### src/hdl/vls_map.vh
// Purpose: Constants of the video link switch control block
// Assumes: APB slave, 32-bit data, 40 MHz pclk
// Notes:   Offsets are byte addresses, one register per aligned word
//
// Functional notes
// [RQ1] Route one of four links to output
// [RQ2] Quad, dual and single routing modes
// [RQ3] Answer one of eight selectable device addresses
// [RQ4] Reset restores every control register default
// [RQ5] Serial access overrides pins until reset
// [RQ6] Serial: all modes, aux mode independent
// [RQ7] Parallel: quad only, one select drives both
// [RQ8] Enabled inputs drop termination 100 ms
// [RQ9] Global off bit; termination on by default
// [RQ10] Parallel: terminations always connected
// [RQ11] Two boost levels, per-channel serial bits
// [RQ12] Parallel: one pin sets all eight
// [RQ13] Output termination from bit or pin
// [RQ14] Output enable bit or pin tristates outputs
// [RQ15] Reset takes output termination from pin
// [RQ16] Output current two levels, bit or pin
// [RQ17] Reset takes output current from pin
// [RQ18] Host picks current to suit termination
// [RQ19] Host disables outputs without any termination
// [RQ20] Four pre-emphasis levels, field or pins
// [RQ21] Routing mode set only over serial port
// [RQ22] Quad default; select from field or pins
// [RQ23] Follow pins until first serial event
// [RQ24] Dual: both selectors share one select
// [RQ25] Single: one of sixteen to all outputs
// [RQ26] Parallel pins applied continuously, no reset
`ifndef VLS_MAP_VH
`define VLS_MAP_VH

`define VLS_OFS_HS_MODE   12'h000
`define VLS_OFS_AUX_MODE  12'h004
`define VLS_OFS_TERM_PLS  12'h008
`define VLS_OFS_RX_SET    12'h00C
`define VLS_OFS_TX_SET    12'h010
`define VLS_OFS_STATUS    12'h014
`define VLS_DEVSEL_LSB    8

`define VLS_HIGHSPEED_OUTPUT_ENABLE_BIT     0
`define VLS_HIGHSPEED_MODE_SELECT_LSB     1
`define VLS_HIGHSPEED_CHANNEL_SELECT_LSB     3
`define VLS_AUX_SM_LSB    0
`define VLS_AUX_CH_LSB    2
`define VLS_INPUT_EQUALIZER_LEVEL_LSB     0
`define VLS_INPUT_TERM_GLOBAL_OFF_BIT     8
`define VLS_OUTPUT_TERMINATION_ON_BIT    0
`define VLS_OUTPUT_CURRENT_SELECT_BIT    1
`define VLS_OUTPUT_PREEMPHASIS_LEVEL_LSB     2

`define VLS_MODE_QUAD     2'h0
`define VLS_MODE_DUAL     2'h1
`define VLS_MODE_SINGLE   2'h2

`define VLS_RST_HIGHSPEED_OUTPUT_ENABLE     1'h1
`define VLS_RST_CH        4'h0
`define VLS_RST_PLS_EN    16'h0000
`define VLS_RST_EQ        8'h00
`define VLS_RST_TO        1'h0
`define VLS_RST_PE        2'h0

`define VLS_TERM_PULSE_MS 100
`define VLS_PCLK_KHZ      40000

`endif

### src/hdl/vls_ctrl.v
// Purpose: Control logic of a four-link video crossbar switch
// Assumes: APB stands in for the serial port; pins are asynchronous
// Notes:   Every analog setting leaves on a registered output
//
// Implementation choices: the placing of the registers and the APB register port.
`timescale 1ns/100ps
`include "vls_map.vh"

module vls_ctrl #(
   parameter PULSE_CYCLES = `VLS_TERM_PULSE_MS * `VLS_PCLK_KHZ,
   parameter CNT_W        = 22
) (
   input  wire        pclk,
   input  wire        presetn,
   input  wire        psel,
   input  wire        penable,
   input  wire        pwrite,
   input  wire [11:0] paddr,
   input  wire [31:0] pwdata,
   output reg  [31:0] prdata,
   output reg         pready,
   output reg         pslverr,
   input  wire [2:0]  device_addr_select,
   input  wire [1:0]  pin_channel_select,
   input  wire        pin_equalizer_level,
   input  wire        pin_output_termination,
   input  wire        pin_output_enable,
   input  wire        pin_output_current,
   input  wire [1:0]  pin_preemphasis_level,
   output reg  [1:0]  hs_route_mode,
   output reg  [3:0]  hs_route_select,
   output reg  [1:0]  aux_route_mode,
   output reg  [3:0]  aux_route_select,
   output reg  [15:0] input_term_off,
   output reg  [7:0]  input_eq_high,
   output reg         output_term_on,
   output reg         output_current_high,
   output reg  [1:0]  output_preemphasis,
   output reg         output_enable,
   output reg         serial_locked
);

////////////////////////////////////////////////////////////////////////
// Pin synchronisers
// Every parallel pin and the address strap is asynchronous to pclk,
// so all of them pass two flops before any logic looks at them.
// A pin that moves mid-sample may land one cycle late; levels are
// static in use, so that skew is harmless.


   localparam PIN_W = 11;

   wire [PIN_W-1:0] pin_raw;
   reg  [PIN_W-1:0] pin_meta_q;
   reg  [PIN_W-1:0] pin_sync_q;

   assign pin_raw = {device_addr_select, pin_preemphasis_level,
                     pin_output_current, pin_output_enable,
                     pin_output_termination, pin_equalizer_level,
                     pin_channel_select};

   always @(posedge pclk or negedge presetn) begin
      if (!presetn) begin
         pin_meta_q <= {PIN_W{1'b0}};
         pin_sync_q <= {PIN_W{1'b0}};
      end else begin
         pin_meta_q <= pin_raw;
         pin_sync_q <= pin_meta_q;
      end
   end

   wire [1:0] s_ch   = pin_sync_q[1:0];
   wire       s_eq   = pin_sync_q[2];
   wire       s_oto  = pin_sync_q[3];
   wire       s_en   = pin_sync_q[4];
   wire       s_ocl  = pin_sync_q[5];
   wire [1:0] s_pe   = pin_sync_q[7:6];
   wire [2:0] s_addr = pin_sync_q[10:8];

////////////////////////////////////////////////////////////////////////
// Strap capture after reset release
// Pin levels cannot be loaded under asynchronous reset, so the
// straps are taken once the synchroniser holds valid data.
// The two output straps load the serial copies once, so a later
// lock starts from the strapped termination and current levels.
// The device address is frozen here; moving its pins afterwards
// has no effect until the next reset.


   reg [1:0] boot_cnt_q;
   reg       boot_done_q;
   reg [2:0] dev_addr_q;

   always @(posedge pclk or negedge presetn) begin
      if (!presetn) begin
         boot_cnt_q  <= 2'h0;
         boot_done_q <= 1'b0;
         dev_addr_q  <= 3'h0;
      end else if (!boot_done_q) begin
         boot_cnt_q <= boot_cnt_q + 2'h1;
         if (boot_cnt_q == 2'h2) begin
            boot_done_q <= 1'b1;
            dev_addr_q  <= s_addr;
         end
      end
   end

////////////////////////////////////////////////////////////////////////
// APB decode
// Bit 11 must be clear and bits 10:8 must match the strapped
// address; anything else is answered with an error and no write.
// Accesses during the boot phase are refused the same way.


   wire       acc      = psel & penable;
   wire       dev_hit  = (paddr[10:`VLS_DEVSEL_LSB] == dev_addr_q); // see [RQ3]
   wire [7:0] ofs      = paddr[7:0];
   wire       hit_hs   = (ofs == `VLS_OFS_HS_MODE);
   wire       hit_aux  = (ofs == `VLS_OFS_AUX_MODE);
   wire       hit_pls  = (ofs == `VLS_OFS_TERM_PLS);
   wire       hit_rx   = (ofs == `VLS_OFS_RX_SET);
   wire       hit_tx   = (ofs == `VLS_OFS_TX_SET);
   wire       hit_st   = (ofs == `VLS_OFS_STATUS);
   wire       mapped   = dev_hit & paddr[11] == 1'b0 &
                         (hit_hs | hit_aux | hit_pls | hit_rx | hit_tx |
                          hit_st);
   wire       wr       = acc & pwrite & mapped & boot_done_q;

////////////////////////////////////////////////////////////////////////
// Serial configuration registers
// Reads and writes alike count as a serial event and set the lock.
// The lock only clears under reset, so pins stay ignored after it.


   reg        highspeed_output_enable_q;
   reg [1:0]  highspeed_mode_select_q;
   reg [3:0]  highspeed_channel_select_q;
   reg [1:0]  aux_sm_q;
   reg [3:0]  aux_ch_q;
   reg [15:0] pls_en_q;
   reg [7:0]  input_equalizer_level_q;
   reg        input_term_global_off_q;
   reg        output_termination_on_q;
   reg        output_current_select_q;
   reg [1:0]  output_preemphasis_level_q;
   reg        lock_q;

   always @(posedge pclk or negedge presetn) begin
      if (!presetn) begin // see [RQ4]
         highspeed_output_enable_q  <= `VLS_RST_HIGHSPEED_OUTPUT_ENABLE;
         highspeed_mode_select_q  <= `VLS_MODE_QUAD;                    // see [RQ22]
         highspeed_channel_select_q  <= `VLS_RST_CH;
         aux_sm_q <= `VLS_MODE_QUAD;
         aux_ch_q <= `VLS_RST_CH;
         pls_en_q <= `VLS_RST_PLS_EN;
         input_equalizer_level_q  <= `VLS_RST_EQ;
         input_term_global_off_q  <= `VLS_RST_TO;                       // see [RQ9]
         output_termination_on_q <= 1'b0;
         output_current_select_q <= 1'b0;
         output_preemphasis_level_q  <= `VLS_RST_PE;
         lock_q   <= 1'b0;
      end else begin
         if (boot_cnt_q == 2'h2 && !boot_done_q) begin
            output_termination_on_q <= s_oto;                          // see [RQ15]
            output_current_select_q <= s_ocl;                          // see [RQ17]
         end
         if (acc && mapped && boot_done_q)
            lock_q <= 1'b1;                     // see [RQ5] see [RQ23]
         if (wr && hit_hs) begin
            highspeed_output_enable_q <= pwdata[`VLS_HIGHSPEED_OUTPUT_ENABLE_BIT];
            highspeed_mode_select_q <= pwdata[`VLS_HIGHSPEED_MODE_SELECT_LSB +: 2];     // see [RQ21]
            highspeed_channel_select_q <= pwdata[`VLS_HIGHSPEED_CHANNEL_SELECT_LSB +: 4];
         end
         if (wr && hit_aux) begin                       // see [RQ6]
            aux_sm_q <= pwdata[`VLS_AUX_SM_LSB +: 2];
            aux_ch_q <= pwdata[`VLS_AUX_CH_LSB +: 4];
         end
         if (wr && hit_pls)
            pls_en_q <= pwdata[15:0];
         if (wr && hit_rx) begin
            input_equalizer_level_q <= pwdata[`VLS_INPUT_EQUALIZER_LEVEL_LSB +: 8];
            input_term_global_off_q <= pwdata[`VLS_INPUT_TERM_GLOBAL_OFF_BIT];
         end
         if (wr && hit_tx) begin
            output_termination_on_q <= pwdata[`VLS_OUTPUT_TERMINATION_ON_BIT];
            output_current_select_q <= pwdata[`VLS_OUTPUT_CURRENT_SELECT_BIT];
            output_preemphasis_level_q  <= pwdata[`VLS_OUTPUT_PREEMPHASIS_LEVEL_LSB +: 2];
         end
      end
   end

////////////////////////////////////////////////////////////////////////
// Effective settings: pins until locked, registers after
// While unlocked only quad routing exists and the one pin select
// drives both the high speed and auxiliary paths.


   reg [1:0] hs_mode_d;
   reg [3:0] hs_sel_d;
   reg [1:0] aux_mode_d;
   reg [3:0] aux_sel_d;
   reg [7:0] eq_d;
   reg       oto_d;
   reg       ocl_d;
   reg [1:0] pe_d;
   reg       en_d;

   always @* begin
      if (lock_q) begin
         hs_mode_d  = highspeed_mode_select_q;                 // see [RQ2] see [RQ6]
         hs_sel_d   = highspeed_channel_select_q;          // see [RQ24] see [RQ25]
         aux_mode_d = aux_sm_q;
         aux_sel_d  = aux_ch_q;
         eq_d       = input_equalizer_level_q;                          // see [RQ11]
         oto_d      = output_termination_on_q;                         // see [RQ13]
         ocl_d      = output_current_select_q;                         // see [RQ16]
         pe_d       = output_preemphasis_level_q;                          // see [RQ20]
         en_d       = highspeed_output_enable_q;                          // see [RQ14]
      end else begin
         hs_mode_d  = `VLS_MODE_QUAD;                   // see [RQ7]
         hs_sel_d   = {2'h0, s_ch};             // see [RQ1] see [RQ26]
         aux_mode_d = `VLS_MODE_QUAD;
         aux_sel_d  = {2'h0, s_ch};                     // see [RQ7]
         eq_d       = {8{s_eq}};                        // see [RQ12]
         oto_d      = s_oto;                            // see [RQ13]
         ocl_d      = s_ocl;                            // see [RQ16]
         pe_d       = s_pe;                             // see [RQ20]
         en_d       = s_en;                             // see [RQ14]
      end
   end

////////////////////////////////////////////////////////////////////////
// Termination disconnect pulse after a source switch
// One shared timer serves all sixteen inputs; a fresh switch while
// the pulse runs restarts it, so the off time never cuts short.
// Trade-off: one timer instead of sixteen saves area, at the cost
// that all enabled inputs share a single off window.
// The first lock also counts as a switch, since routing may move
// from the pin selection to the register selection.


   reg [CNT_W-1:0] pls_cnt_q;
   wire            pls_run  = (pls_cnt_q != {CNT_W{1'b0}});
   wire            src_sw   = lock_q & boot_done_q &
                              ((hs_mode_d != hs_route_mode) |
                               (hs_sel_d != hs_route_select));

   always @(posedge pclk or negedge presetn) begin
      if (!presetn)
         pls_cnt_q <= {CNT_W{1'b0}};
      else if (src_sw)
         pls_cnt_q <= PULSE_CYCLES[CNT_W-1:0];          // see [RQ8]
      else if (pls_run)
         pls_cnt_q <= pls_cnt_q - {{(CNT_W-1){1'b0}}, 1'b1};
   end

   wire [15:0] term_off_d;

   genvar gi;
   generate
      for (gi = 0; gi < 16; gi = gi + 1) begin : g_term
         // Pins never disconnect a termination
         assign term_off_d[gi] = lock_q &                  // see [RQ10]
                                 (input_term_global_off_q |                 // see [RQ9]
                                  (pls_en_q[gi] & (pls_run | src_sw)));
      end
   endgenerate

////////////////////////////////////////////////////////////////////////
// Registered outputs
// Outputs hold their reset levels through the boot phase so that
// no half-synchronised pin value ever reaches the analog side.


   always @(posedge pclk or negedge presetn) begin
      if (!presetn) begin
         hs_route_mode       <= `VLS_MODE_QUAD;
         hs_route_select     <= `VLS_RST_CH;
         aux_route_mode      <= `VLS_MODE_QUAD;
         aux_route_select    <= `VLS_RST_CH;
         input_term_off      <= 16'h0000;
         input_eq_high       <= `VLS_RST_EQ;
         output_term_on      <= 1'b0;
         output_current_high <= 1'b0;
         output_preemphasis  <= `VLS_RST_PE;
         output_enable       <= 1'b0;
         serial_locked       <= 1'b0;
      end else if (boot_done_q) begin
         hs_route_mode       <= hs_mode_d;
         hs_route_select     <= hs_sel_d;
         aux_route_mode      <= aux_mode_d;
         aux_route_select    <= aux_sel_d;
         input_term_off      <= term_off_d;
         input_eq_high       <= eq_d;
         output_term_on      <= oto_d;
         output_current_high <= ocl_d;
         output_preemphasis  <= pe_d;
         output_enable       <= en_d;
         serial_locked       <= lock_q;
      end
   end

////////////////////////////////////////////////////////////////////////
// APB answer: zero wait states, error on unmapped or foreign address
// pready rises in the access cycle after every setup; no wait
// states are ever inserted, so a master never stalls here.
// prdata is forced to zero outside a read access.


   reg [31:0] rd_d;

   always @* begin
      rd_d = 32'h00000000;
      if (hit_hs)
         rd_d = {25'h0, highspeed_channel_select_q, highspeed_mode_select_q, highspeed_output_enable_q};
      else if (hit_aux)
         rd_d = {26'h0, aux_ch_q, aux_sm_q};
      else if (hit_pls)
         rd_d = {16'h0, pls_en_q};
      else if (hit_rx)
         rd_d = {23'h0, input_term_global_off_q, input_equalizer_level_q};
      else if (hit_tx)
         rd_d = {28'h0, output_preemphasis_level_q, output_current_select_q, output_termination_on_q};
      else if (hit_st)
         rd_d = {26'h0, dev_addr_q, pls_run, boot_done_q, lock_q};
   end

   always @(posedge pclk or negedge presetn) begin
      if (!presetn) begin
         prdata  <= 32'h00000000;
         pready  <= 1'b0;
         pslverr <= 1'b0;
      end else begin
         pready  <= psel & ~penable;
         pslverr <= psel & ~penable & ~(mapped & boot_done_q);
         if (psel && !penable && !pwrite && mapped)
            prdata <= rd_d;
         else
            prdata <= 32'h00000000;
      end
   end

endmodule // vls_ctrl

### config.mk
export PLATFORM = sky130hd
export DESIGN_NAME = vls_ctrl
export DESIGN_NICKNAME = d
export VERILOG_FILES = /design/src/hdl/vls_ctrl.v
export VERILOG_INCLUDE_DIRS = /design/src /design/src/hdl
export SDC_FILE = /design/constraint.sdc
export NUM_CORES = 1
export LEC_CHECK = 0
export ABC_AREA = 1
export BUFFER_PORTS_ARGS = -buffer_cell sky130_fd_sc_hd__buf_2
export CORE_MARGIN = 4
export CORE_UTILIZATION = 50
export CTS_BUF_LIST = sky130_fd_sc_hd__clkbuf_8
export DETAILED_ROUTE_END_ITERATION = 16
export PLACE_DENSITY = 0.76
export SYNTH_ARGS = -nofsm -noshare
export SYNTH_HDL_FRONTEND = slang
export SYNTH_SLANG_ARGS = --single-unit
### constraint.sdc
create_clock -name pclk -period 2 [get_ports pclk]
set_clock_uncertainty 0.1 [all_clocks]
set_input_delay 0.1 -clock pclk [delete_from_list [all_inputs] [get_ports pclk]]
set_output_delay 0.1 -clock pclk [all_outputs]
set_load 0.1 [all_outputs]
Word-level counts from Yosys, hierarchy flattened
Cells that the tools add are included.

operators by class
  add/sub/neg operators = 2
  equality and inequality tests = 9
  muxes and demuxes = 24
  bitwise logic cells = 70
  reduce and logical (&&, ||, !) cells = 19

operators by type and width
  kind                     number
  $mux W16                 3
  $mux W22                 2
  $and A1 B1 Y1            43
  $mux W32                 1
  $or A1 B1 Y1             23
  $reduce_bool A22 Y1      1
  $sub A22 B1 Y22 const B  1
  $eq A8 B4 Y1 const B     2
  $eq A8 B5 Y1 const B     2
  $mux W6                  2
  $logic_and A1 B1 Y1      11
  $mux W1                  9
  $mux W9                  1
  $eq A8 B3 Y1 const B     1
  $logic_not A8 Y1         1
  $mux W4                  2
  $mux W8                  1
  $mux W2                  3
  $ne A4 B4 Y1             1
  $not A1 Y1               4
  $reduce_bool A2 Y1       2
  $eq A3 B3 Y1             1
  $logic_not A1 Y1         3
  $add A2 B1 Y2 const B    1
  3 further kinds          3

word-level totals
  register bits after elaboration = 169
  bits of input ports = 60
  output and inout bits = 76
  logic and storage cells = 156

Longest topological paths before layout
Gate-level depths: netlist (run 1).

  depth in word-level cells = 11
  gate-level depth with buffers = 15
  depth with buffers taken out = 13

Worst setup path before layout (run 1)
OpenSTA, ideal clock, no wires.

  path kind = reg2reg
  from = register hs_route_select[2]
  to = register input_term_off[7]
  library setup time = 0.120 ns
  data arrival time = 1.888 ns
  data required time = 1.780 ns
  slack = -0.107 ns
  stages on the path, launching flop included = 13
  path buffers = 1
  period minus slack after synthesis = 2.107 ns
  cells stage by stage = dfrtp_1 nand3_1 nand2_1 nand2_1 nor2_1 nand2_1 nand2_4 nand2_4 buf_6 nand2_1 nand2_1 nand2_1 nand2_1

on the way
  word-level cells in the longest chain between the ends = 7

ends and longest elaborated chain
  item                    RTL line        text
  from (decl)             vls_ctrl.v:31   output reg [3:0] hs_route_select,
  from (signal assigned)  vls_ctrl.v:278  hs_route_select <= `VLS_RST_CH;
  from (signal assigned)  vls_ctrl.v:290  hs_route_select <= hs_sel_d;
  $ne A4 B4 Y1            vls_ctrl.v:246  (hs_sel_d != hs_route_select));
  $or A1 B1 Y1            vls_ctrl.v:245  ((hs_mode_d != hs_route_mode) |
  $and A1 B1 Y1           vls_ctrl.v:244  wire src_sw = lock_q & boot_done_q &
  $or A1 B1 Y1            vls_ctrl.v:265  (pls_en_q[gi] & (pls_run | src_sw)));
  $and A1 B1 Y1           vls_ctrl.v:265
  $or A1 B1 Y1            vls_ctrl.v:264  (input_term_global_off_q |
  $and A1 B1 Y1           vls_ctrl.v:263  assign term_off_d[gi] = lock_q &
  to (signal assigned)    vls_ctrl.v:293  input_term_off <= term_off_d;
  to (decl)               vls_ctrl.v:34   output reg [15:0] input_term_off,

Every way passes these cells.
A chain may end at the register's enable or synchronous reset.

Worst setup path in the final report (run 1)
  from = register lock_q
  to = register pls_cnt_q[13]

on the way
  word-level cells in the longest chain between the ends = 5
  elaborated cells on any way between the ends = 9
  those cells by class = eq/ne (2); mux (3); bitwise (3); reduce/logical (1)

ends and longest elaborated chain
  item                                            RTL line                        text
  from (decl)                                     vls_ctrl.v:146                  reg lock_q;
  from (signal assigned)                          vls_ctrl.v:161                  lock_q <= 1'b0;
  from (signal assigned)                          vls_ctrl.v:168                  lock_q <= 1'b1;
  $mux W4 or $mux W2 (tied branches)              vls_ctrl.v:209                  if (lock_q) begin
  $ne A4 B4 Y1 or $ne A2 B2 Y1 (tied branches)    vls_ctrl.v:246, vls_ctrl.v:245
  $or A1 B1 Y1                                    vls_ctrl.v:245
  $and A1 B1 Y1 *                                 vls_ctrl.v:244
  $mux W22 or $reduce_bool A2 Y1 (tied branches)  --
  to (signal assigned)                            vls_ctrl.v:250                  pls_cnt_q <= {CNT_W{1'b0}};
  to (signal assigned)                            vls_ctrl.v:252                  pls_cnt_q <= PULSE_CYCLES[CNT_W-1:0];
  to (signal assigned)                            vls_ctrl.v:254                  pls_cnt_q <= pls_cnt_q - {{(CNT_W-1){1'b0}}, 1'b1};
  to (decl)                                       vls_ctrl.v:242                  reg [CNT_W-1:0] pls_cnt_q;

Every way passes the cells marked *; elsewhere a longest branch is shown, timed or not.

==> qor.txt, run 1 <==
post-synthesis cell type count: 36
status: completed
max-cap viol count: 0
CP top delay family: simple AND/OR/NAND/NOR gates
Final min period: 1.91 ns
placed insts: 1102
Rows: 42
GRT Residual Overflow: 0
global-route wire length before repair: 28900 um
sink count of the clock tree: 153
Final ANT Viol Nets: 0
Ys Warns: 0
Core ar.: 13400 um^2
Routed wire per std cell: 15.3 um
FMAX: 0.524 GHz
Worst IR Drop VDD: 0.000782 V
worst path required time: 2.24 ns
register area share after synthesis: 55.3%
Die ar.: 15800 um^2
relative slew slack: 58.7%
vias in the first global route: 5917
area leader, netlist: dfrtp_1
CP endpoint kind: register
CTS Buf Count: 17
n_diodes: 0
Least-Margin Pin Slew: 0.619 ns
CTS tree: done
Final #Nets: 1052
Power Dens Cells: 744 nW/um^2
DR iter-0 viols: 582
Mapped Cells: 823
Hold Crit Class: in -> reg
DRC: 0
CP max-delay cell: dfrtp_1
antenna violations before repair: 0
Final Setup Violations: 0
Avg Cell Area, Syn: 8.42 um^2
IO Count: 136
Clock H-tree levels: 4
Critical Path AT: 2.14 ns
Min Hold Slack: 0.0374 ns
fill count: 1091
Vias per Instance: 5.11
Final GP Congestion: 0.913
clk root buf: clkbuf_8
later-pin clock latency in the skew report: 0.45 ns
top-count cell post-synth: nand2_1
number of enable flip-flop cells after synthesis: 0
Bufs and invs on worst path: 4
Startpoint Class: register
Synth Flop Type: dfrtp_1
CP Cell Sequence: buf_4, nand2_1, nand2_1, nand2_1, nand2_1, nor2_1, nand2_1, nand2_4, inv_2, nor2_4, inv_1, nand2_1, inv_1
Crit Path Max Fanout: 11
most used cell, CP: nand2_1
share of cells above drive strength 1: 20.2%
register clock-pin slew on the reported worst setup and hold paths: 0.08 ns
Final Hold Viols: 0
synth top area cells: dfrtp_1 (55%), nand2_1 (14%), o21ai_0 (4.9%)
Synth top cells by count: nand2_1 (260), dfrtp_1 (152), inv_1 (90)
M3 GR Usage: 5.55%
pin count of the biggest net entering global routing: 63
mapped cell area: 6930 um^2
Initial Utilization: 51.7%
non-filler cells, final: 1178
critical path type: reg -> reg
met2 usage: 36.4%
GR Util met1: 30.8%
fin crit share: 95.3%
Clock Tree Buf Depth: 2
Die Span X: 126 um
leakage power: 0.00433 uW
Max Slew Vio Count: 0
CP peak stage delay: 0.40 ns
vias: 6024
I/O Buffers: 103
Top Usage Layer GRT: met2
Synth Register Bits: 153
Die Ht: 126 um
Async SR Flop Fraction: 100%
area grow syn2layout: 24.0%
area share of the largest cell type after synthesis: 54.9%
unrepaired setup endpoints after global routing: true
hpwl dp: 12500 um
dpl cell area: 7700 um^2
Tot GR Track Use: 22.9%
DRT Pass-1 Iters: 5
Routed WL: 18100 um
Design Area, Final: 8600 um^2
final timing paths:
path | slack (ns) | endpoint | depth (start not counted) | start
min in group asynchronous | 0.13 | prdata[4] | 2 | presetn
min reg2reg | 0.25 | pin_sync_q[0] | 0 | pin_meta_q[0]
max in group asynchronous | 1.04 | pls_en_q[9] | 3 | presetn
max | 0.09 | pls_cnt_q[13] | 13 | lock_q
max reg2reg | 0.09 | pls_cnt_q[13] | 13 | lock_q
min | 0.04 | pslverr | 7 | paddr[11]
where the power goes:
part / switching [uW] / leakage [uW] / internal, uW / total, uW
Combinational: 376 / 0.00245 / 151 / 527
Clock: 1170 / 0.000239 / 1470 / 2640
Sequential: 56.9 / 0.00164 / 3170 / 3230
Total: 1600 / 0.00433 / 4800 / 6390
worst register-to-register path, delay by kind of cell (launching register included):
kind          cells  cell delay (ns)
flops             1             0.40
buf+inv           4             0.43
simple gates      9             0.90
logic make-up (layout without fill, tap and decap cells):
logic type	after synthesis	in the layout	synth area share, %
adders and majority gates	3	3	0.542
other	1	16	0.0541
xor gates and xnor gates	17	17	2.15
buffers and inverters	134	295	8.97
AOI/OAI and AO/OA	104	104	8.14
DFF	153	153	55.3
and+or+nand+nor	411	414	24.9
per-layer routing:
layer | share of wire, % | wire, um
met2 | 47 | 8500
met4 | 2.8 | 506
met1 | 42 | 7620
met5 | 0 | 0
met3 | 8.0 | 1440
cell usage in the layout (no fill, tap or decap), drive strengths merged:
master | synthesis | final
dlygate4sd3 | 0 | 32
xor2 | 6 | 6
clkinv | 1 | 6
o21bai | 1 | 1
bufinv | 0 | 5
nand2 | 264 | 264
nor3 | 22 | 22
nand4 | 7 | 7
conb | 1 | 16
or2 | 1 | 1
inv | 94 | 99
xnor2 | 11 | 11
nor2 | 83 | 85
clkbuf | 9 | 17
o21ai | 79 | 79
a21oi | 13 | 13
dfrtp | 152 | 152
dfstp | 1 | 1
nand3 | 32 | 33
o211ai | 6 | 6
o22ai | 3 | 3
and2 | 1 | 1
o221ai | 2 | 2
buf | 30 | 136
ha | 3 | 3
nand3b | 1 | 1
through the flow:
| step | setup WS [ns] | setup TNS (ns) | util (%) | power, uW |
|---|---|---|---|---|
| after floorplan | 0.181 | 0 | - | 3600 |
| after global placement | 0.135 | 0 | 57.5 | 3760 |
| after detailed placement | 0.0447 | 0 | 57.5 | 3770 |
| after CTS | 0.0513 | 0 | 63.2 | 6410 |
| after global routing | -0.0320 | -0.0397 | 64.2 | 6640 |
| final | 0.0931 | 0 | 64.2 | 6390 |
registers in the layout, summed over array words and instances, names as in the netlist, 2 cells and up:
name and count:
hs_route_mode 2, aux_route_mode 2, hs_route_select 4, aux_route_select 4, pls_en_q 16, boot_cnt_q 2
prdata 16, input_equalizer_level_q 8, input_eq_high 8, highspeed_mode_select_q 2, pin_sync_q 11, input_term_off 16
output_preemphasis 2, dev_addr_q 3, highspeed_channel_select_q 4, output_preemphasis_level_q 2, aux_ch_q 4, aux_sm_q 2
pin_meta_q 11, pls_cnt_q 22
final cells by class:
cell class	instances	area, um^2	share of cell area (%)
inverters	95	359	4.18
repair buffers	168	1140	13.3
well taps	176	220	2.56
clock buffers	17	234	2.72
clock inverters	15	210	2.45
multi-input cells	554	2600	30.2
flip-flops and latches	153	3840	44.6
timing repair:
item | CTS | global route
hold buffers | 32 | 0
setup buffers | 0 | 9
resized for setup | 0 | 8
endpoints found under the setup margin | 0 | 66
hold endpoints to repair | 173 | 0
No activity file was read; power rests on OpenSTA's default activity.
==> run 2: changes to the inputs <==
Settings changed: ABC_AREA 1 to 0, PLACE_DENSITY 0.76 to 0.77.
==> run 2 against run 1 <==
  * The run now ends with negative setup slack left
  * Core utilization up 5.1 points
  * Sequential share of layout area fell by 2.8 points
  * Die area down 2.1%
  * Register-to-register slack got worse by 0.68 ns
  * Count of clock-buffer cells in the layout up 2
  * Critical path type unchanged
  * Highest routed layer unchanged
==> qor.txt, run 2 <==
status: finished with violations (was completed)
failing checks: negative setup slack
Clock Tree Buf Depth: 2 (unchanged)
CTS Buf Count: 17 (unchanged)
Core ar.: 13200 um^2 (was 13400 um^2)
Critical Path AT: 2.83 ns (was 2.14 ns)
non-filler cells, final: 994 (was 1178)
relative slew slack: 42.0% (was 58.7%)
Routed wire per std cell: 18.4 um (was 15.3 um)
DRT Pass-1 Iters: 6 (was 5)
Least-Margin Pin Slew: 0.869 ns (was 0.619 ns)
register clock-pin slew on the reported worst setup and hold paths: 0.09 ns (was 0.08 ns)
Final Hold Viols: 0 (unchanged)
Vias per Instance: 5.60 (was 5.11)
later-pin clock latency in the skew report: 0.45 ns (about the same)
fin crit share: 130% (was 95.3%)
area grow syn2layout: 35.5% (was 24.0%)
I/O Buffers: 103 (unchanged)
critical path type: reg -> reg (unchanged)
max-cap viol count: 0 (unchanged)
Final #Nets: 868 (was 1052)
DR iter-0 viols: 436 (was 582)
area of the multi-input gates: 3010 um^2 (was 2600 um^2)
Final Setup Violations: 48 (was 0)
FMAX: 0.386 GHz (was 0.524 GHz)
Ys Warns: 0 (unchanged)
Die ar.: 15500 um^2 (was 15800 um^2)
Worst IR Drop VDD: 0.000683 V (was 0.000782 V)
n_diodes: 0 (unchanged)
fin worst setup slack: -0.592 ns (was 0.0931 ns)
mapped cell area: 6770 um^2 (was 6930 um^2)
most frequent cells in the layout: dfrtp_1 (145), buf_2 (102), buf_4 (68) (was nand2_1 (260), dfrtp_1 (146), buf_2 (102))
Final min period: 2.59 ns (was 1.91 ns)
Synth Flop Type: dfrtp_1 (unchanged)
IO Count: 136 (unchanged)
sink count of the clock tree: 153 (unchanged)
vias: 5566 (was 6024)
max reg flops: 22 (unchanged)
worst path required time: 2.23 ns (was 2.24 ns)
DRC: 0 (unchanged)
clk root buf: clkbuf_8 (unchanged)
Startpoint Class: register (unchanged)
FF-to-FF path depth: 8 (was 13)
global-route wire length before repair: 29500 um (was 28900 um)
pin count of the biggest net entering global routing: 49 (was 63)
most common cell after layout, fill and taps aside: dfrtp_1 (was nand2_1)
share of cells above drive strength 1: 39.5% (was 20.2%)
Mapped Cells: 598 (was 823)
post-place setup slack: -0.649 ns (was 0.0447 ns)
CTS tree: done (unchanged)
Tot GR Track Use: 23.8% (was 22.9%)
area share of the largest cell type after synthesis: 56.2% (was 54.9%)
number of enable flip-flop cells after synthesis: 0 (unchanged)
most flop-heavy register: pls_cnt_q (unchanged)
Rows: 42 (unchanged)
vias in the first global route: 5704 (was 5917)
Routed WL: 18300 um (was 18100 um)
Initial Utilization: 51.1% (was 51.7%)
GRT Residual Overflow: 0 (unchanged)
register area share after synthesis: 56.6% (was 55.3%)
Clock H-tree levels: 4 (unchanged)
FF+latch area: 3840 um^2 (about the same)
Final Core Density: 69.3% (was 64.2%)
Die Span X: 124 um (was 126 um)
post-synthesis cell type count: 59 (was 36)
fill count: 937 (was 1091)
Hold Crit Class: in -> async (was in -> reg)
Die Ht: 124 um (was 126 um)
overall power: 8340 uW (was 6390 uW)
Crit Path Max Fanout: 4 (was 11)
Async SR Flop Fraction: 100% (unchanged)
top-count cell post-synth: dfrtp_1 (was nand2_1)
hpwl dp: 12100 um (was 12500 um)
Final GP Congestion: 0.895 (was 0.913)
Power Dens Cells: 908 nW/um^2 (was 744 nW/um^2)
Synth top cells by count: dfrtp_1 (152), nor2_1 (52), mux2_2 (47) (was nand2_1 (260), dfrtp_1 (152), inv_1 (90))
antenna violations before repair: 0 (unchanged)
Avg Cell Area, Syn: 11.3 um^2 (was 8.42 um^2)
placed insts: 914 (was 1102)
Final ANT Viol Nets: 0 (unchanged)
area leader, netlist: dfrtp_1 (unchanged)
unrepaired setup endpoints after global routing: true (unchanged)
CP endpoint kind: register (unchanged)
synth top area cells: dfrtp_1 (56%), mux2_2 (7.8%), nor2_1 (2.9%) (was dfrtp_1 (55%), nand2_1 (14%), o21ai_0 (4.9%))
Synth Register Bits: 153 (unchanged)
leakage power: 0.00437 uW (was 0.00433 uW)
Max Slew Vio Count: 0 (unchanged)
-- run 2: power breakdown --
group	leakage, uW	total [uW]	internal (uW)	switching, uW
Sequential	0.00197	3540	3350	194
Clock	0.000226	2570	1420	1150
Combinational	0.00217	2220	991	1230
-- run 2: repair_timing --
action / CTS / global route
endpoints found under the hold margin: 209 / 0
gates resized for setup: 23 / 47
hold buffers: 33 / 0
pin swaps: 16 / 22
setup endpoints to repair: 50 / 87
cloned: 2 / 0
buffers inserted: 5 / 9
-- run 2: worst paths after layout --
| check | endpoint | from | slack, ns |
|---|---|---|---|
| min in group pclk | prdata[6] | paddr[6] | 0.08 |
| hold / removal | input_equalizer_level_q[1] | presetn | 0.07 |
| max in group asynchronous | pin_sync_q[1] | presetn | 1.36 |
| setup / recovery | pls_cnt_q[21] | pls_cnt_q[1] | -0.59 |
| hold reg to reg | pin_sync_q[7] | pin_meta_q[7] | 0.25 |
| setup reg to reg | pls_cnt_q[21] | pls_cnt_q[1] | -0.59 |
-- run 2: kinds of logic (layout without fill, tap and decap cells) --
logic type | after synthesis | in the layout | share of synthesized area (%)
AOI/OAI and AO/OA | 106 | 106 | 10.6
xor gates and xnor gates | 23 | 23 | 2.97
adders and majority gates | 3 | 3 | 0.554
buffers and inverters | 66 | 270 | 4.77
DFF | 153 | 153 | 56.6
muxes | 61 | 61 | 9.89
other | 1 | 16 | 0.0554
and+or+nand+nor | 185 | 186 | 14.6
-- run 2: final cells by class --
type	count	share of cell area, %
multi-input cells	395	32.8
inverters	16	0.654
clock inverters	13	1.98
repair buffers	222	17.5
clock buffers	19	2.85
well taps	176	2.40
flip-flops and latches	153	41.9
-- run 2: critical path, cell delays in order, from the launching register on --
cell     delay (ns)
dfrtp_1        0.41
inv_2          0.09
ha_4           0.13
or3b_4         0.36
or4_4          0.53
or2_4          0.27
buf_6          0.14
and4_1         0.17
a211o_1        0.27
-- run 2: per-layer routing --
layer	track usage (%)	vias up	share of wire (%)
met5	0	-	0
met4	10.4	0	3.0
met3	5.36	46	6.8
met2	37.5	237	47
met1	31.7	2772	43
li1	-	2511	-
-- run 2: per-stage QoR --
stage	setup TNS, ns	area (um^2)	hold WS (ns)
2_1_floorplan	-15.59	6910	-0.296
3_3_place_gp	-15.69	7960	-0.0889
3_5_place_dp	-17.37	7960	-0.0849
4_1_cts	-16.19	8910	0.0591
5_1_grt	-23.36	9180	0.0638
6_report	-17.96	9180	0.0743
==> run 3: changes to the inputs <==
Settings changed: SKIP_LAST_GASP set to 1, SLEW_MARGIN set to 20.
==> run 3 against run 2 <==
  * Global-route usage shrank 0.24 points
  * Maximum frequency shrank 1.6%
  * Highest routed layer unchanged
  * The flow still finishes with violations (negative setup slack)
  * Sequential cell count is the same
  * First-iteration DRC count grew 5.5%
==> qor.txt, run 3 (same netlist as run 2, synthesis figures left out) <==
Startpoint Class: register (unchanged)
unrepaired setup endpoints after global routing: true (unchanged)
CP Capture Point: input_term_off[2] (was pls_cnt_q[21])
Tot GR Track Use: 23.6% (was 23.8%)
Worst IR Drop VDD: 0.000682 V (was 0.000683 V)
met2 wire length: 8900 um (was 8660 um)
GRT Residual Overflow: 0 (unchanged)
most common cell after layout, fill and taps aside: dfrtp_1 (unchanged)
Core ar.: 13200 um^2 (unchanged)
relative slew slack: 41.2% (was 42.0%)
Final ANT Viol Nets: 0 (unchanged)
clk root buf: clkbuf_8 (unchanged)
CTS tree: done (unchanged)
IO Count: 136 (unchanged)
fin worst setup slack: -0.633 ns (was -0.592 ns)
leakage power: 0.00435 uW (was 0.00437 uW)
Crit Path Max Fanout: 8 (was 4)
Clock Tree Buf Depth: 2 (unchanged)
failing checks: negative setup slack (unchanged)
Final Hold Viols: 0 (unchanged)
max-cap viol count: 0 (unchanged)
Rows: 42 (unchanged)
top sig layer: met4 (unchanged)
Initial Utilization: 51.1% (unchanged)
vias in the first global route: 5661 (was 5704)
Least-Margin Pin Slew: 0.881 ns (was 0.869 ns)
Die ar.: 15500 um^2 (unchanged)
area grow syn2layout: 35.2% (was 35.5%)
pin count of the biggest net entering global routing: 49 (unchanged)
critical path type: reg -> reg (unchanged)
M1 wire length: 7780 um (was 7850 um)
Power Dens Cells: 909 nW/um^2 (was 908 nW/um^2)
Final min period: 2.63 ns (was 2.59 ns)
hpwl dp: 12100 um (unchanged)
Critical Path AT: 2.86 ns (was 2.83 ns)
antenna violations before repair: 0 (unchanged)
Final Setup Violations: 42 (was 48)
most flop-heavy register: pls_cnt_q (unchanged)
Critical path origin: pls_cnt_q[16] (was pls_cnt_q[1])
met3 routed WL: 1330 um (was 1240 um)
placed insts: 914 (unchanged)
non-filler cells, final: 992 (was 994)
CP endpoint kind: register (unchanged)
sink count of the clock tree: 153 (unchanged)
DRC: 0 (unchanged)
worst flop-to-flop path startpoint: pls_cnt_q[16] (was pls_cnt_q[1])
Routed WL: 18600 um (was 18300 um)
register clock-pin slew on the reported worst setup and hold paths: 0.08 ns (was 0.09 ns)
DRT Pass-1 Iters: 7 (was 6)
CTS Buf Count: 17 (unchanged)
I/O Buffers: 103 (unchanged)
Final #Nets: 866 (was 868)
later-pin clock latency in the skew report: 0.45 ns (about the same)
worst reg2reg endpoint: input_term_off[2] (was pls_cnt_q[21])
Max Slew Vio Count: 0 (unchanged)
fin crit share: 132% (was 130%)
Routed wire per std cell: 18.7 um (was 18.4 um)
Min Hold Slack: 0.0782 ns (was 0.0743 ns)
worst path required time: 2.23 ns (about the same)
most frequent cells in the layout: dfrtp_1 (145), buf_2 (102), buf_4 (69) (was dfrtp_1 (145), buf_2 (102), buf_4 (68))
Clock H-tree levels: 4 (unchanged)
status: finished with violations (unchanged)
DR iter-0 viols: 460 (was 436)
vias: 5605 (was 5566)
max reg flops: 22 (unchanged)
Final GP Congestion: 0.895 (unchanged)
n_diodes: 0 (unchanged)
Vias per Instance: 5.65 (was 5.60)
Worst R2R Setup Slack: -0.63 ns (was -0.59 ns)
Die Ht: 124 um (unchanged)
FMAX: 0.380 GHz (was 0.386 GHz)
Die Span X: 124 um (unchanged)
global-route wire length before repair: 29200 um (was 29500 um)
Hold Crit Class: in -> async (unchanged)
share of cells above drive strength 1: 39.5% (about the same)
TNS Setup: -18.62 ns (was -17.96 ns)
FF-to-FF path depth: 5 (was 8)
run 3: final cells by class:
cell class | count | area [um^2]
clock buffer | 19 | 262
clock inverter | 13 | 181
fill | 949 | 4090
inverter | 16 | 60.1
multi-input combinational | 395 | 3020
sequential | 153 | 3840
tap | 176 | 220
timing repair buffer | 220 | 1580
run 3: worst min path at each step:
stage / end / slack (ns) / cells after the start
final: input_equalizer_level_q[1] / 0.08 / 3
after detailed placement: pin_sync_q[3] / -0.08 / 1
after global routing: prdata[5] / 0.07 / 3
after global placement: output_term_on / -0.09 / 1
after floorplan: aux_ch_q[0] / -0.30 / 0
after CTS: input_equalizer_level_q[1] / 0.06 / 3
run 3: per-layer routing:
layer  vias to the layer above  GRT usage [%]
met5                         -              0
met4                         0           9.86
met3                        51           5.45
met2                       270           37.2
met1                      2786           31.5
li1                       2498              -
run 3: metrics by stage:
| stage | util [%] | worst slack [ns] | power, uW | instance area, um^2 |
|---|---|---|---|---|
| 2_1_floorplan | - | -0.720 | 4640 | 6910 |
| 3_3_place_gp | 60.1 | -0.585 | 5300 | 7960 |
| 3_5_place_dp | 60.1 | -0.649 | 5390 | 7960 |
| 4_1_cts | 67.2 | -0.566 | 8090 | 8900 |
| 5_1_grt | 69.2 | -0.671 | 8660 | 9160 |
| 6_report | 69.2 | -0.633 | 8330 | 9160 |
run 3: repair_timing:
action,CTS,global route
endpoints found under the setup margin,50,87
gates cloned,2,0
setup buffers,5,8
hold buffers,33,0
pin swaps,16,22
endpoints found under the hold margin,209,0
resized for setup,20,48
run 3: worst max-delay path, cell delays in order, from the launching register on:
cell and delay, ns:
dfrtp_1 0.40, or4_4 0.58, or4_4 0.59, or2_4 0.27, nand4b_4 0.26, a311o_1 0.32
run 3: power by group:
part           switching (uW)  total [uW]  internal, uW  leakage (uW)
registers                 199        3550          3350       0.00197
clock network            1150        2570          1420      0.000226
logic                    1250        2210           958       0.00216
total                    2600        8330          5730       0.00435
